File: config.mk
export PLATFORM = sky130hd
export DESIGN_NAME = rtcc_top
export DESIGN_NICKNAME = d
export VERILOG_FILES = /design/src/rtl/rtcc_hif.v /design/src/rtl/rtcc_cnt.v /design/src/rtl/rtcc_top.v
export VERILOG_INCLUDE_DIRS = /design/src /design/src/rtl
export SDC_FILE = /design/constraint.sdc
export NUM_CORES = 1
export LEC_CHECK = 0
export ABC_AREA = 0
export ABC_CLOCK_PERIOD_IN_PS = 3450
export BUFFER_PORTS_ARGS = -buffer_cell sky130_fd_sc_hd__buf_2
export CAP_MARGIN = 30
export CORE_MARGIN = 2
export CORE_UTILIZATION = 28
export CTS_CLUSTER_DIAMETER = 40
export CTS_CLUSTER_SIZE = 14
export DETAILED_ROUTE_END_ITERATION = 6
export GPL_TIMING_DRIVEN = 0
export HOLD_SLACK_MARGIN = 0.06
export PLACE_DENSITY = 0.44
export REMOVE_ABC_BUFFERS = 1
export SLEW_MARGIN = 20
export SYNTH_ARGS = -nofsm -noshare
export SYNTH_HDL_FRONTEND = slang
export SYNTH_SLANG_ARGS = --single-unit
File: constraint.sdc
create_clock -name CORE_CLK -period 3.45 [get_ports CORE_CLK]
set_clock_uncertainty 0.2 [all_clocks]
set_input_delay 0.345 -clock CORE_CLK [delete_from_list [all_inputs] [get_ports CORE_CLK]]
set_output_delay 0.345 -clock CORE_CLK [all_outputs]
set_load 0.02 [all_outputs]
File: src/rtl/rtcc_map.vh
`ifndef RTCC_MAP_VH
`define RTCC_MAP_VH
// clock location indices (low three address bits of the top eight bytes)
`define RTCC_IDX_CTRL 3'h0
`define RTCC_IDX_SEC 3'h1
`define RTCC_IDX_MIN 3'h2
`define RTCC_IDX_HOUR 3'h3
`define RTCC_IDX_DAY 3'h4
`define RTCC_IDX_DATE 3'h5
`define RTCC_IDX_MON 3'h6
`define RTCC_IDX_YEAR 3'h7
// full byte addresses of the clock locations
`define RTCC_ADDR_CTRL 19'h7fff8
`define RTCC_ADDR_SEC 19'h7fff9
`define RTCC_ADDR_MIN 19'h7fffa
`define RTCC_ADDR_HOUR 19'h7fffb
`define RTCC_ADDR_DAY 19'h7fffc
`define RTCC_ADDR_DATE 19'h7fffd
`define RTCC_ADDR_MON 19'h7fffe
`define RTCC_ADDR_YEAR 19'h7ffff
// upper address bits that select the clock locations
`define RTCC_HIT_PREFIX 16'hffff
// control byte fields
`define RTCC_CTRL_LOAD_BIT 7
`define RTCC_CTRL_FREEZE_BIT 6
`define RTCC_CTRL_SIGN_BIT 5
`define RTCC_CTRL_CAL_MSB 4
// seconds byte: oscillator_stop_bit
`define RTCC_SEC_STOP_BIT 7
// weekday byte: frequency_test_bit
`define RTCC_DAY_TEST_BIT 6
// reset values
`define RTCC_CTRL_RESET 8'h00
`define RTCC_SEC_RESET 8'h80
`define RTCC_ONE_RESET 8'h01
`define RTCC_ZERO_RESET 8'h00
// used-bit masks of the time bytes
`define RTCC_MASK_SEC 8'h7f
`define RTCC_MASK_MIN 8'h7f
`define RTCC_MASK_HOUR 8'h3f
`define RTCC_MASK_DAY 8'h07
`define RTCC_MASK_DATE 8'h3f
`define RTCC_MASK_MON 8'h1f
// timebase: 32768 Hz split as 256 x 128
`define RTCC_OSC_HZ 32768
`define RTCC_STAGE_DIV 256
`define RTCC_STAGE_LAST 7'h7f
`define RTCC_LO_LAST 9'h0ff
// negative trim stretches stage 0 by 128 ticks
`define RTCC_LO_LAST_NEG 9'h17f
// calibration cycle length in minutes
`define RTCC_CAL_CYCLE_MIN 64
// oscillator restart delay
`define RTCC_RESTART_MS 1000
`define RTCC_CLK_KHZ 10000
`define RTCC_RESTART_CYC (`RTCC_RESTART_MS * `RTCC_CLK_KHZ)
`endif

File: src/rtl/rtcc_hif.v
`timescale 1ns/1ns
`default_nettype none
`include "rtcc_map.vh"
// host write capture for the eight clock locations
module rtcc_hif (
	input wire clk,
	input wire rst,
	input wire ce_n,
	input wire we_n,
	input wire pf,
	input wire [18:0] addr,
	input wire [7:0] din,
	output wire hit,
	output reg wr_stb_r,
	output reg [2:0] wr_idx_r,
	output reg [7:0] wr_data_r
);
	wire active; // write window open
	reg act_r; // window open last cycle
	reg [2:0] cap_idx_r; // address held during window
	reg [7:0] cap_data_r; // data held during window
	reg cap_hit_r; // window aimed at a clock byte
	assign hit = (addr[18:3] == `RTCC_HIT_PREFIX);
	// later falling enable opens, earlier rising enable closes; power fail blocks
	assign active = !ce_n && !we_n && !pf;
	// data is sampled through the window so the last value before the close wins
	always @(posedge clk) begin
		if (rst) begin
			act_r <= 1'b0;
			cap_idx_r <= 3'h0;
			cap_data_r <= 8'h00;
			cap_hit_r <= 1'b0;
			wr_stb_r <= 1'b0;
			wr_idx_r <= 3'h0;
			wr_data_r <= 8'h00;
		end else begin
			act_r <= active;
			if (active) begin
				cap_idx_r <= addr[2:0];
				cap_data_r <= din;
				cap_hit_r <= hit;
			end
			// commit on the close of the window
			wr_stb_r <= act_r && !active && cap_hit_r;
			wr_idx_r <= cap_idx_r;
			wr_data_r <= cap_data_r;
		end
	end
endmodule
`default_nettype wire

File: src/rtl/rtcc_cnt.v
`timescale 1ns/1ns
`default_nettype none
`include "rtcc_map.vh"
// running bcd counter chain, 24 hour, leap year by year mod 4
module rtcc_cnt (
	input wire clk,
	input wire rst,
	input wire inc,
	input wire load,
	input wire [7:0] ld_sec,
	input wire [7:0] ld_min,
	input wire [7:0] ld_hour,
	input wire [7:0] ld_day,
	input wire [7:0] ld_date,
	input wire [7:0] ld_mon,
	input wire [7:0] ld_year,
	output reg [7:0] sec_r,
	output reg [7:0] min_r,
	output reg [7:0] hour_r,
	output reg [7:0] day_r,
	output reg [7:0] date_r,
	output reg [7:0] mon_r,
	output reg [7:0] year_r
);
	// bcd step with wrap: returns {wrapped, next}
	function [8:0] bcd_step;
		input [7:0] v;
		input [7:0] last;
		input [7:0] first;
		begin
			if (v >= last) begin
				bcd_step = {1'b1, first};
			end else if (v[3:0] >= 4'h9) begin
				bcd_step = {1'b0, v[7:4] + 4'h1, 4'h0};
			end else begin
				bcd_step = {1'b0, v[7:4], v[3:0] + 4'h1};
			end
		end
	endfunction
	reg leap; // year divisible by four
	reg [7:0] mon_last; // last date of current month
	wire [8:0] s_n, m_n, h_n, d_n, dt_n, mo_n, y_n;
	// month length from bcd month and year
	always @* begin
		leap = year_r[4] ? (year_r[3:0] == 4'h2 || year_r[3:0] == 4'h6) :
			(year_r[3:0] == 4'h0 || year_r[3:0] == 4'h4 || year_r[3:0] == 4'h8);
		case (mon_r)
			8'h02: mon_last = leap ? 8'h29 : 8'h28;
			8'h04, 8'h06, 8'h09, 8'h11: mon_last = 8'h30;
			default: mon_last = 8'h31;
		endcase
	end
	// ranges seconds/minutes 00-59, hours 00-23, weekday 01-07
	assign s_n = bcd_step(sec_r, 8'h59, 8'h00);
	assign m_n = bcd_step(min_r, 8'h59, 8'h00);
	assign h_n = bcd_step(hour_r, 8'h23, 8'h00);
	assign d_n = bcd_step(day_r, 8'h07, 8'h01);
	assign dt_n = bcd_step(date_r, mon_last, 8'h01);
	assign mo_n = bcd_step(mon_r, 8'h12, 8'h01);
	assign y_n = bcd_step(year_r, 8'h99, 8'h00);
	// load from the visible bytes wins over a count in the same cycle
	always @(posedge clk) begin
		if (rst) begin
			sec_r <= `RTCC_ZERO_RESET;
			min_r <= `RTCC_ZERO_RESET;
			hour_r <= `RTCC_ZERO_RESET;
			day_r <= `RTCC_ONE_RESET;
			date_r <= `RTCC_ONE_RESET;
			mon_r <= `RTCC_ONE_RESET;
			year_r <= `RTCC_ZERO_RESET;
		end else if (load) begin
			sec_r <= ld_sec & `RTCC_MASK_SEC;
			min_r <= ld_min & `RTCC_MASK_MIN;
			hour_r <= ld_hour & `RTCC_MASK_HOUR;
			day_r <= ld_day & `RTCC_MASK_DAY;
			date_r <= ld_date & `RTCC_MASK_DATE;
			mon_r <= ld_mon & `RTCC_MASK_MON;
			year_r <= ld_year;
		end else if (inc) begin
			sec_r <= s_n[7:0];
			if (s_n[8]) begin
				min_r <= m_n[7:0];
				if (m_n[8]) begin
					hour_r <= h_n[7:0];
					if (h_n[8]) begin
						day_r <= d_n[7:0];
						date_r <= dt_n[7:0];
						if (dt_n[8]) begin
							mon_r <= mo_n[7:0];
							if (mo_n[8]) begin
								year_r <= y_n[7:0];
							end
						end
					end
				end
			end
		end
	end
endmodule
`default_nettype wire

File: src/rtl/rtcc_top.v
`timescale 1ns/1ns
`default_nettype none
`include "rtcc_map.vh"
// Overview of operation
// - read-freeze bit set stops visible register updates
// - frozen bytes keep time; counters keep running
// - all bytes update together, never split
// - after freeze clears, next update within one second
// - load-enable bit halts updates; host writes time
// - load-enable clear copies visible bytes into counters
// - after load clears, next update one second on
// - reset clears load-enable and read-freeze bits
// - oscillator-stop bit set halts the oscillator
// - stop bit cleared: oscillator restarts after one second
// - stop bit comes out of reset set
// - stop and test bits writable without load-enable
// - 32768 Hz timebase, trim at divide-by-256 stage
// - calibration magnitude is five bits, zero to 31
// - sign bit one speeds, zero slows the clock
// - 64 minute cycle, only first 62 adjustable
// - adjusted minutes equal twice the magnitude
// - adjusted second gains 256 or loses 128 ticks
// - bytes hold 24 hour bcd within ranges
// - write spans later falling to earlier rising enable
// - power fail deselects, blocks writes, floats outputs
module rtcc_top #(
	parameter RESTART_CYC = `RTCC_RESTART_CYC
) (
	input wire CORE_CLK,
	input wire RST,
	input wire CE_N,
	input wire WE_N,
	input wire OE_N,
	input wire [18:0] ADDR,
	input wire [7:0] DQ_IN,
	output reg [7:0] DQ_OUT,
	output reg DQ_OE_N,
	input wire OSC_TICK,
	input wire POWER_FAIL,
	output reg OSC_RUNNING,
	output reg FREQ_TEST_OUT
);
	// read mux for the host read path only; the restart check takes the stop bit straight from the seconds byte
	function [7:0] pick_byte;
		input [2:0] idx;
		input [63:0] bank;
		begin
			pick_byte = bank[idx*8 +: 8];
		end
	endfunction

	// host write path outputs
	wire hit; // address points at a clock byte
	wire wr_stb; // one-cycle write commit
	wire [2:0] wr_idx; // byte being written
	wire [7:0] wr_data; // data being written

	// visible bytes seen by the host
	reg [7:0] ctrl_r; // clock_control
	reg [7:0] sec_vis_r; // seconds_and_stop
	reg [7:0] min_vis_r; // minutes_count
	reg [7:0] hour_vis_r; // hours_count
	reg [7:0] day_vis_r; // weekday_count
	reg [7:0] date_vis_r; // date_count
	reg [7:0] mon_vis_r; // month_count
	reg [7:0] year_vis_r; // year_count
	wire [63:0] bank; // all visible bytes, control at index 0

	// running counters
	wire [7:0] c_sec, c_min, c_hour, c_day, c_date, c_mon, c_year;

	// control decode
	wire load_en; // load-enable bit
	wire freeze; // read-freeze bit
	wire cal_pos; // calibration sign
	wire [4:0] cal_mag; // calibration magnitude
	wire stop_bit; // oscillator_stop_bit
	wire freq_test_bit; // frequency_test_bit

	// load handshake
	reg load_prev_r; // load-enable one cycle back
	reg load_go_r; // copy visible bytes into counters
	wire load_fall; // load-enable just cleared

	// oscillator gating
	reg osc_run_r; // ticks are being counted
	reg [31:0] restart_cnt_r; // delay before restart
	wire tick; // usable oscillator tick

	// divider chain: 256 ticks per stage, 128 stages per second
	reg [8:0] lo_r; // ticks within a stage
	reg [6:0] stage_r; // stage within a second
	reg [8:0] lo_last; // terminal tick count of this stage
	reg [6:0] stage_step; // stages advanced at stage end
	reg [7:0] stage_sum; // stage plus step, carry on top
	wire stage_end; // last tick of a stage
	wire sec_pulse; // one second elapsed

	// calibration cycle
	reg [5:0] cal_min_r; // minute within the 64 minute cycle
	reg min_prev_r; // previous bit of minutes to find rollover
	wire adj_min; // this minute is one of the trimmed ones
	wire adj_sec; // this is the trimmed second

	// update from counters to visible bytes
	reg upd_go_r; // one-cycle update strobe
	wire upd_ok; // updates allowed

	assign bank = {year_vis_r, mon_vis_r, date_vis_r, day_vis_r,
		hour_vis_r, min_vis_r, sec_vis_r, ctrl_r};
	assign load_en = ctrl_r[`RTCC_CTRL_LOAD_BIT];
	assign freeze = ctrl_r[`RTCC_CTRL_FREEZE_BIT];
	assign cal_pos = ctrl_r[`RTCC_CTRL_SIGN_BIT];
	assign cal_mag = ctrl_r[`RTCC_CTRL_CAL_MSB:0]; // unsigned 0..31
	assign stop_bit = sec_vis_r[`RTCC_SEC_STOP_BIT];
	assign freq_test_bit = day_vis_r[`RTCC_DAY_TEST_BIT];

	// host write capture
	rtcc_hif u_hif (
		.clk(CORE_CLK),
		.rst(RST),
		.ce_n(CE_N),
		.we_n(WE_N),
		.pf(POWER_FAIL),
		.addr(ADDR),
		.din(DQ_IN),
		.hit(hit),
		.wr_stb_r(wr_stb),
		.wr_idx_r(wr_idx),
		.wr_data_r(wr_data)
	);

	// running counter chain, loaded when load-enable drops
	rtcc_cnt u_cnt (
		.clk(CORE_CLK),
		.rst(RST),
		.inc(sec_pulse),
		.load(load_go_r),
		.ld_sec(sec_vis_r),
		.ld_min(min_vis_r),
		.ld_hour(hour_vis_r),
		.ld_day(day_vis_r),
		.ld_date(date_vis_r),
		.ld_mon(mon_vis_r),
		.ld_year(year_vis_r),
		.sec_r(c_sec),
		.min_r(c_min),
		.hour_r(c_hour),
		.day_r(c_day),
		.date_r(c_date),
		.mon_r(c_mon),
		.year_r(c_year)
	);

	// load-enable falling edge starts the counter load
	assign load_fall = load_prev_r && !load_en;
	always @(posedge CORE_CLK) begin
		if (RST) begin
			load_prev_r <= 1'b0;
			load_go_r <= 1'b0;
		end else begin
			load_prev_r <= load_en;
			load_go_r <= load_fall;
		end
	end

	// oscillator stop and delayed restart
	// the restart delay runs on the core clock because a stopped crystal gives no edges to count
	always @(posedge CORE_CLK) begin
		if (RST) begin
			osc_run_r <= 1'b0;
			restart_cnt_r <= 32'h0;
		end else if (stop_bit) begin
			osc_run_r <= 1'b0; // halt at once, at any time
			restart_cnt_r <= 32'h0;
		end else if (!osc_run_r) begin
			if (restart_cnt_r >= RESTART_CYC - 1) begin
				osc_run_r <= 1'b1; // about one second after clear
			end else begin
				restart_cnt_r <= restart_cnt_r + 32'h1;
			end
		end
	end
	assign tick = OSC_TICK && osc_run_r;

	// trim decision: first 2*mag minutes of the cycle, first second of the minute
	assign adj_min = ({1'b0, cal_min_r} < {1'b0, cal_mag, 1'b0});
	assign adj_sec = adj_min && (c_sec == 8'h00) && (stage_r == 7'h00);

	// stage length and step for this stage
	always @* begin
		lo_last = `RTCC_LO_LAST;
		stage_step = 7'h01;
		if (adj_sec && cal_pos) begin
			stage_step = 7'h02; // skip one 256-tick stage: 256 ticks gained
		end else if (adj_sec) begin
			lo_last = `RTCC_LO_LAST_NEG; // stretch stage 0 by 128 ticks
		end
		stage_sum = {1'b0, stage_r} + {1'b0, stage_step};
	end
	assign stage_end = tick && (lo_r == lo_last);
	assign sec_pulse = stage_end && stage_sum[7];

	// divider chain, trimmed at the divide-by-256 stage
	// a counter load restarts the second so the next update is a full second away
	always @(posedge CORE_CLK) begin
		if (RST) begin
			lo_r <= 9'h000;
			stage_r <= 7'h00;
		end else if (load_go_r) begin
			lo_r <= 9'h000;
			stage_r <= 7'h00;
		end else if (tick) begin
			if (stage_end) begin
				lo_r <= 9'h000;
				stage_r <= stage_sum[6:0];
			end else begin
				lo_r <= lo_r + 9'h001;
			end
		end
	end

	// 64 minute calibration cycle follows the running minutes
	always @(posedge CORE_CLK) begin
		if (RST) begin
			cal_min_r <= 6'h00;
			min_prev_r <= 1'b0;
		end else begin
			min_prev_r <= c_min[0];
			if (min_prev_r != c_min[0]) begin
				cal_min_r <= cal_min_r + 6'h01; // wraps every 64 minutes
			end
		end
	end

	// updates stop while frozen or loading; a tick missed then is not replayed,
	// so after either bit clears the next update waits for the next second
	assign upd_ok = !freeze && !load_en;
	always @(posedge CORE_CLK) begin
		if (RST) begin
			upd_go_r <= 1'b0;
		end else begin
			upd_go_r <= sec_pulse && upd_ok && !load_go_r;
		end
	end

	// control byte: host writes only; reset clears load and freeze
	always @(posedge CORE_CLK) begin
		if (RST) begin
			ctrl_r <= `RTCC_CTRL_RESET;
		end else if (wr_stb && wr_idx == `RTCC_IDX_CTRL) begin
			ctrl_r <= wr_data;
		end
	end

	// seconds byte: stop bit kept apart from the time field
	// stop bit written without load-enable
	always @(posedge CORE_CLK) begin
		if (RST) begin
			sec_vis_r <= `RTCC_SEC_RESET; // stopped out of reset
		end else if (wr_stb && wr_idx == `RTCC_IDX_SEC) begin
			sec_vis_r <= wr_data;
		end else if (upd_go_r) begin
			sec_vis_r <= {stop_bit, c_sec[6:0]};
		end
	end

	// weekday byte: frequency test bit kept apart from the day field
	always @(posedge CORE_CLK) begin
		if (RST) begin
			day_vis_r <= `RTCC_ONE_RESET;
		end else if (wr_stb && wr_idx == `RTCC_IDX_DAY) begin
			day_vis_r <= wr_data;
		end else if (upd_go_r) begin
			day_vis_r <= {day_vis_r[7], freq_test_bit, c_day[5:0]};
		end
	end

	// remaining time bytes all take the counters in the same cycle
	// a host write in the update cycle wins for its own byte only
	always @(posedge CORE_CLK) begin
		if (RST) begin
			min_vis_r <= `RTCC_ZERO_RESET;
			hour_vis_r <= `RTCC_ZERO_RESET;
			date_vis_r <= `RTCC_ONE_RESET;
			mon_vis_r <= `RTCC_ONE_RESET;
			year_vis_r <= `RTCC_ZERO_RESET;
		end else begin
			if (wr_stb && wr_idx == `RTCC_IDX_MIN) begin
				min_vis_r <= wr_data;
			end else if (upd_go_r) begin
				min_vis_r <= c_min;
			end
			if (wr_stb && wr_idx == `RTCC_IDX_HOUR) begin
				hour_vis_r <= wr_data;
			end else if (upd_go_r) begin
				hour_vis_r <= c_hour;
			end
			if (wr_stb && wr_idx == `RTCC_IDX_DATE) begin
				date_vis_r <= wr_data;
			end else if (upd_go_r) begin
				date_vis_r <= c_date;
			end
			if (wr_stb && wr_idx == `RTCC_IDX_MON) begin
				mon_vis_r <= wr_data;
			end else if (upd_go_r) begin
				mon_vis_r <= c_mon;
			end
			if (wr_stb && wr_idx == `RTCC_IDX_YEAR) begin
				year_vis_r <= wr_data;
			end else if (upd_go_r) begin
				year_vis_r <= c_year;
			end
		end
	end

	// read path: one cycle from select to data, floats on power fail
	// the enable is low while driving
	always @(posedge CORE_CLK) begin
		if (RST) begin
			DQ_OUT <= 8'h00;
			DQ_OE_N <= 1'b1;
		end else begin
			DQ_OUT <= pick_byte(ADDR[2:0], bank);
			DQ_OE_N <= !(!CE_N && !OE_N && WE_N && !POWER_FAIL && hit);
		end
	end

	// status pins; test output is a 512 Hz square while the test bit is set
	always @(posedge CORE_CLK) begin
		if (RST) begin
			OSC_RUNNING <= 1'b0;
			FREQ_TEST_OUT <= 1'b0;
		end else begin
			OSC_RUNNING <= osc_run_r;
			FREQ_TEST_OUT <= freq_test_bit && lo_r[5];
		end
	end
endmodule
`default_nettype wire

# After elaboration in Yosys (flattened, before gate mapping)
# Index checks and enable logic that the tools add are counted.
dict set report totals {
  mem_bits_ro 0
  ff_bits 215
  inputBits 34
  latch_bits 0
  wordCells 266
  mem_bits_rw 0
  mem_count 0
}
dict set report classes {
  multipliers 0
  n_reduce_logical 91
  order_cmp 16
  shift 1
  n_mux 69
  div 0
  add_sub_neg 18
  eq_ne 19
  n_bitwise 2
}
# cell n
set ops {}
lappend ops {{$mux 8} 28}
lappend ops {{$mux 9} 8}
lappend ops {{$shiftx 64x7->8} 1}
lappend ops {{$mux 6} 10}
lappend ops {{$add 4x1->4 const B} 14}
lappend ops {{$mux 7} 6}
lappend ops {{$reduce_bool 2->1} 19}
lappend ops {{$add 32x1->32 const B} 1}
lappend ops {{$ge 32x24->1 const B} 1}
lappend ops {{$mux 5} 6}
lappend ops {{$ge 4x4->1 const B} 7}
lappend ops {{$logic_and 1x1->1} 27}
lappend ops {{$reduce_and 5->1} 4}
lappend ops {{$reduce_and 6->1} 3}
lappend ops {{$reduce_bool 3->1} 6}
lappend ops {{$eq 16x16->1 const B} 1}
lappend ops {{$eq 8x3->1 const B} 2}
lappend ops {{$ge 8x7->1 const B} 2}
lappend ops {{$pmux 8 s2} 1}
lappend ops {{$reduce_and 4->1} 4}
lappend ops {{$mux 3} 5}
lappend ops {{$eq 3x3->1 const B} 4}
lappend ops {{$reduce_and 2->1} 5}
lappend ops {{$add 9x1->9 const B} 1}
lappend ops {{other kinds (31)} 50}

# Longest topological paths before layout
dict set report logic_depth {
  word_depth 14
  depth_mapped 16
  mapped_depth_nobuf 14
}

# Cells and area by module
# Synthesis repeated with hierarchy kept, for this count alone.
dict set report hier_totals {
  hier_cells 1187
  area_unflattened_um2 10864.2
}
# mod area_each_um2 n_inst cells_per_inst
set by_module_without_submodules {}
lappend by_module_without_submodules {rtcc_top 6282.3 1 665}
lappend by_module_without_submodules {rtcc_cnt 3797.4 1 462}
lappend by_module_without_submodules {rtcc_hif 784.5 1 60}

# Least setup slack after synthesis
# Ideal clock, no wire load.
dict set report synth_timing {
  path_type {reg-to-reg}
  start {register ctrl_r[2]}
  end {register u_cnt.year_r[6]}
  synth_period_minus_slack_ns 3.287
  stages_incl_launch_ff 16
  path_slack_ns 0.163
  t_arrival_ns 2.960
  t_required_ns 3.123
  setup_time_ns 0.127
  n_path_buf 1
  cell_sequence {dfxtp_1 > inv_1 > ha_1 > nand2_1 > o21ai_0 > nand3_1 > nand3_1 > inv_1 > ha_1 > a21o_1 > nor3b_1 > and3_1 > buf_2 > nand3_1 > o311a_1 > or3_1}
}
dict set report synth_via {
  elab_chain_len 10
  elab_cells_between_ends 13
  cone_classes {add/sub (1); order compare (1); eq/ne (1); mux (3); reduce/logical (7)}
}
# element line
set synth_lines {}
lappend synth_lines {{from (decl)} rtcc_top.v:59} ;# reg [7:0] ctrl_r;
lappend synth_lines {{from (signal assigned)} rtcc_top.v:250} ;# ctrl_r <= `RTCC_CTRL_RESET;
lappend synth_lines {{from (signal assigned)} rtcc_top.v:252} ;# ctrl_r <= wr_data;
lappend synth_lines {{$lt 6x6->1 (*)} rtcc_top.v:187} ;# assign adj_min = ({1'b0, cal_min_r} < {1'b0, cal_mag, 1'b0});
lappend synth_lines {{$logic_and 1x1->1 (*) (2 in series)} rtcc_top.v:188} ;# assign adj_sec = adj_min && (c_sec == 8'h00) && (stage_r == 7'h00);
lappend synth_lines {{branches (longest 4 deep; another with $add 7x7->8)} -}
lappend synth_lines {{$logic_and 1x1->1 (*)} rtcc_top.v:202} ;# assign sec_pulse = stage_end && stage_sum[7];
lappend synth_lines {{$reduce_bool 2->1 (no line) (*)} -}
lappend synth_lines {{$reduce_and 7->1 (no line) (*)} -}
lappend synth_lines {{to (signal assigned)} rtcc_cnt.v:70} ;# year_r <= `RTCC_ZERO_RESET;
lappend synth_lines {{to (signal assigned)} rtcc_cnt.v:78} ;# year_r <= ld_year;
lappend synth_lines {{to (signal assigned)} rtcc_cnt.v:91} ;# year_r <= y_n[7:0];
lappend synth_lines {{to (decl)} rtcc_cnt.v:23} ;# output reg [7:0] year_r
# Mark *: on every way between the ends.
# A chain may end at the register's enable or synchronous reset.

# Final worst setup path
dict set report layout_timing {
  start {register u_cnt.mon_r[5]}
  end {register u_cnt.year_r[7]}
}
dict set report layout_via {
  elab_chain_len 7
  elab_cells_between_ends 14
  cone_classes {order compare (2); eq/ne (5); mux (3); reduce/logical (4)}
}
# element line
set layout_lines {}
lappend layout_lines {{from (decl)} rtcc_cnt.v:22} ;# output reg [7:0] mon_r,
lappend layout_lines {{from (signal assigned)} rtcc_cnt.v:69} ;# mon_r <= `RTCC_ONE_RESET;
lappend layout_lines {{from (signal assigned)} rtcc_cnt.v:77} ;# mon_r <= ld_mon & `RTCC_MASK_MON;
lappend layout_lines {{from (signal assigned)} rtcc_cnt.v:89} ;# mon_r <= mo_n[7:0];
lappend layout_lines {{$eq 8x3->1, or another cell as far along} rtcc_cnt.v:47} ;# case (mon_r)
lappend layout_lines {{$reduce_or 4->1} rtcc_cnt.v:47}
lappend layout_lines {{$pmux 8 s2} rtcc_cnt.v:47}
lappend layout_lines {{$ge 8x8->1} rtcc_cnt.v:31} ;# if (v >= last) begin
lappend layout_lines {{$mux 9} rtcc_cnt.v:31}
lappend layout_lines {{$reduce_bool 2->1 (no line)} -}
lappend layout_lines {{$reduce_and 7->1 (no line) (*)} -}
# Every way passes the cells marked *; elsewhere a longest branch is shown, timed or not.

==> results.py <==
metrics = {
    "outcome": {
        "outcome": "finished clean",
    },
    "logic_synthesis": {
        "synthArstFlopShare_pct": 0,
        "synth_edf_count": 0,
        "ys.flop_type": "dfxtp_1",
        "synth.yosys.warnings": 0,
        "synthCells": 1246,
        "synth.avg_cell_area_um2": 8.94,
        "synth_cell_type_count": 82,
        "syn_area_um2": 11100,
        "seq_area_frac_synth_pct": 38.6,
        "synth_seq_cells": 215,
    },
    "critical_path": {
        "crit_path_start_kind": "flop",
        "end_kind": "flop",
        "cp_cell_sequence": "inv_2 -> ha_4 -> nor2b_4 -> nand4b_1 -> a311oi_2 -> a31oi_1 -> ha_1 -> nor4b_2 -> o211ai_1 -> or3_4 -> nand4_1 -> buf_4 -> o41a_1 -> o31a_1",
        "crit_path_max_fanout": 6,
        "reg2reg_depth": 14,
        "r2r_slack_ns": 0.04,
        "worst-setup-path-type": "reg2reg",
        "r2r-start": "u_cnt.mon_r[5]",
        "cp.arrival_ns": 3.63,
        "cp_slowest_cell": "dfxtp_2",
        "crit_required_ns": 3.67,
        "slowest_delay_ns": 0.34,
        "reg2reg_to": "u_cnt.year_r[7]",
    },
    "cells_and_area": {
        "final_area_um2": 14000,
        "drive_gt1_share_pct": 19.8,
        "layout_commonest_cell": "dfxtp_1",
        "area_growth_pct": 25.6,
        "nFillCells": 3991,
        "regMostFlops": "restart_cnt_r",
        "finalNetCount": 1392,
        "fin_util_pct": 35.4,
        "multiInputGateArea_um2": 6600,
        "largest_register_ffs": 32,
        "reg_top3": "restart_cnt_r (32), lo_r (9)",
        "seqCellArea_um2": 4330,
        "final_cell_mix": "dfxtp_1 (200), nor2_1 (130), nand2_1 (92)",
    },
    "clock_network": {
        "clockBufferDepth": 3,
        "worstSkewPairLatency_ns": 0.54,
        "cts.htree.levels": 2,
        "cts_tree": "yes",
        "clkTransAtPathRegs_ns": 0.05,
        "cts_root_buf": "clkbuf_16",
        "cts-buffers-inserted": 42,
        "cts_sinks": 215,
    },
    "sta": {
        "finalSetupViolations": 0,
        "slew_violations": 0,
        "maxSlewHeadroom_pct": 35.8,
        "period_share_pct": 98.9,
        "period_needed_ns": 3.41,
        "fmax_mhz": 293,
        "grt_setup_unrepaired": "true",
        "worst_pin_slew_ns": 0.950,
        "hold_viol": 0,
    },
    "floorplan": {
        "rows": 73,
        "fp.dieW_um": 204,
        "dieArea_um2": 41400,
        "start_util_pct": 28.2,
        "boundaryPins": 45,
        "die_h_um": 204,
        "core_um2": 39500,
    },
    "global_route": {
        "grt_start_max_net_pins": 94,
        "grt_pass1_wl_um": 53300,
        "antenna_found_initial": 1,
        "grt.total_usage_pct": 16.4,
        "grt_pass1_vias": 9196,
        "grt_overflow": 0,
    },
    "worst_hold_path": {
        "whs_endpoint": "DQ_OUT[2]",
        "whs_path_depth": 3,
        "min_from": "ADDR[2]",
        "worstHoldPathType": "in2reg",
    },
    "routing": {
        "dr.max_layer_used": "met4",
        "drcViolationCount": 0,
        "wl_um": 33700,
        "viasPerCell": 5.13,
        "wl_met1_um": 16600,
        "vias": 9533,
        "first_pass_iters": 5,
        "wl_per_cell_um": 18.1,
        "wl_met3_um": 1310,
        "ant_nets": 0,
        "met2_length_um": 15000,
        "drt_iter0_markers": 422,
    },
    "power": {
        "p_comb_share_pct": 2.1,
        "sw_frac_of_total_pct": 22.7,
        "power_density_nw_per_um2": 486,
        "seqPwrFrac_pct": 37.2,
        "leakage_uw": 0.00525,
        "vdd_ir_drop_max_mv": 0.323,
        "p_sw_uw": 1540,
        "p_int_uw": 5260,
        "p_clk_share_pct": 60.7,
    },
    "placed_design": {
        "dpl_cell_area_um2": 11900,
        "place.gp.congestion": 0.767,
        "port_buffers": 44,
        "dp_hpwl_um": 22400,
    },
    "flow_run": {
        "maxCapViolCount": 0,
    },
}
## cells by family (layout without fill, tap and decap cells)
kind of cell,Yosys count,after routing,synth area share [%]
AND/OR/NAND/NOR,449,449,20.4
AO/OA/AOI/OAI,283,283,18.6
flip-flops,215,215,38.6
buffers and inverters,137,225,4.93
multiplexers,87,87,9.62
adder cells (fa/ha/maj),55,55,6.24
XOR/XNOR,20,20,1.57
other,0,1,0
## worst max path at each step
stage,startpoint,endpoint
after global routing,u_cnt.mon_r[5],u_cnt.year_r[7]
after CTS,ctrl_r[2],u_cnt.year_r[0]
after detailed placement,ctrl_r[1],u_cnt.year_r[6]
after global placement,load_go_r,u_cnt.year_r[6]
after floorplan,load_go_r,u_cnt.year_r[6]
final,u_cnt.mon_r[5],u_cnt.year_r[7]
## area by class of cell
| cell class | instances | area share [%] |
|---|---|---|
| antenna | 1 | 0.0179 |
| clock buffer | 47 | 7.87 |
| clock inverter | 28 | 2.32 |
| inverter | 56 | 1.53 |
| multi-input combinational | 894 | 47.1 |
| sequential | 215 | 30.9 |
| tap | 525 | 4.69 |
| timing repair buffer | 94 | 5.53 |
## worst max-delay path: cells and delay by family (launching register included)
kind	cells	cell delay, ns
AO/OA/AOI/OAI	5	1.25
flip-flops	1	0.34
adder cells (fa/ha/maj)	2	0.45
buffers and inverters	2	0.31
AND/OR/NAND/NOR	5	0.76
## metrics by stage
stage                     cells  setup slack (ns)  hold WS [ns]  setup TNS (ns)  power (uW)
after floorplan            1165            -0.229         0.212          -0.381        2620
after global placement     1734             -2.44         0.238         -133.95        2710
after detailed placement   1743            -0.813         0.240          -24.97        2710
after CTS                  1851           0.00226         0.112               0        6890
after global routing       1859            -0.119         0.135          -0.701        7030
final                      1860            0.0386         0.130               0        6800
## cell usage after synthesis, types with 12 or more instances
cell type | number | share of area, %
nand2_1 | 94 | 3.2
nand3_1 | 46 | 2.1
a211oi_1 | 53 | 3.6
clkbuf_1 | 55 | 1.9
nor2b_1 | 26 | 1.5
o21ai_0 | 34 | 1.5
and3_1 | 16 | 0.90
a311oi_1 | 19 | 1.5
ha_1 | 54 | 6.1
a21oi_1 | 56 | 2.5
inv_1 | 55 | 1.9
mux4_2 | 16 | 3.2
or3_1 | 12 | 0.67
and2_1 | 14 | 0.79
nor2_1 | 134 | 4.5
dfxtp_1 | 215 | 39
nor3_1 | 17 | 0.76
mux2i_1 | 70 | 6.3
nand4_1 | 24 | 1.3
a31oi_1 | 16 | 0.90
## metal layers
layer	up-vias	GRT usage, %
li1	4721	-
met1	4588	23.2
met2	171	25.5
met3	53	2.52
met4	0	5.08
met5	-	0
## timing repair
item                       CTS  global route
setup endpoints to repair   53            40
hold buffers                15             0
buffers inserted            18             8
hold endpoints to repair    23             0
pin swaps                   14            20
gates resized for setup     31            50
## power by group through the flow
stage | clock network, uW | logic [uW] | registers (uW)
2_1_floorplan | 0 | 48.0 | 2570
3_3_place_gp | 0 | 127 | 2580
3_5_place_dp | 0 | 134 | 2580
4_1_cts | 4220 | 145 | 2530
5_1_grt | 4350 | 157 | 2530
6_report | 4130 | 144 | 2530
(Power assumes the default switching activity.)
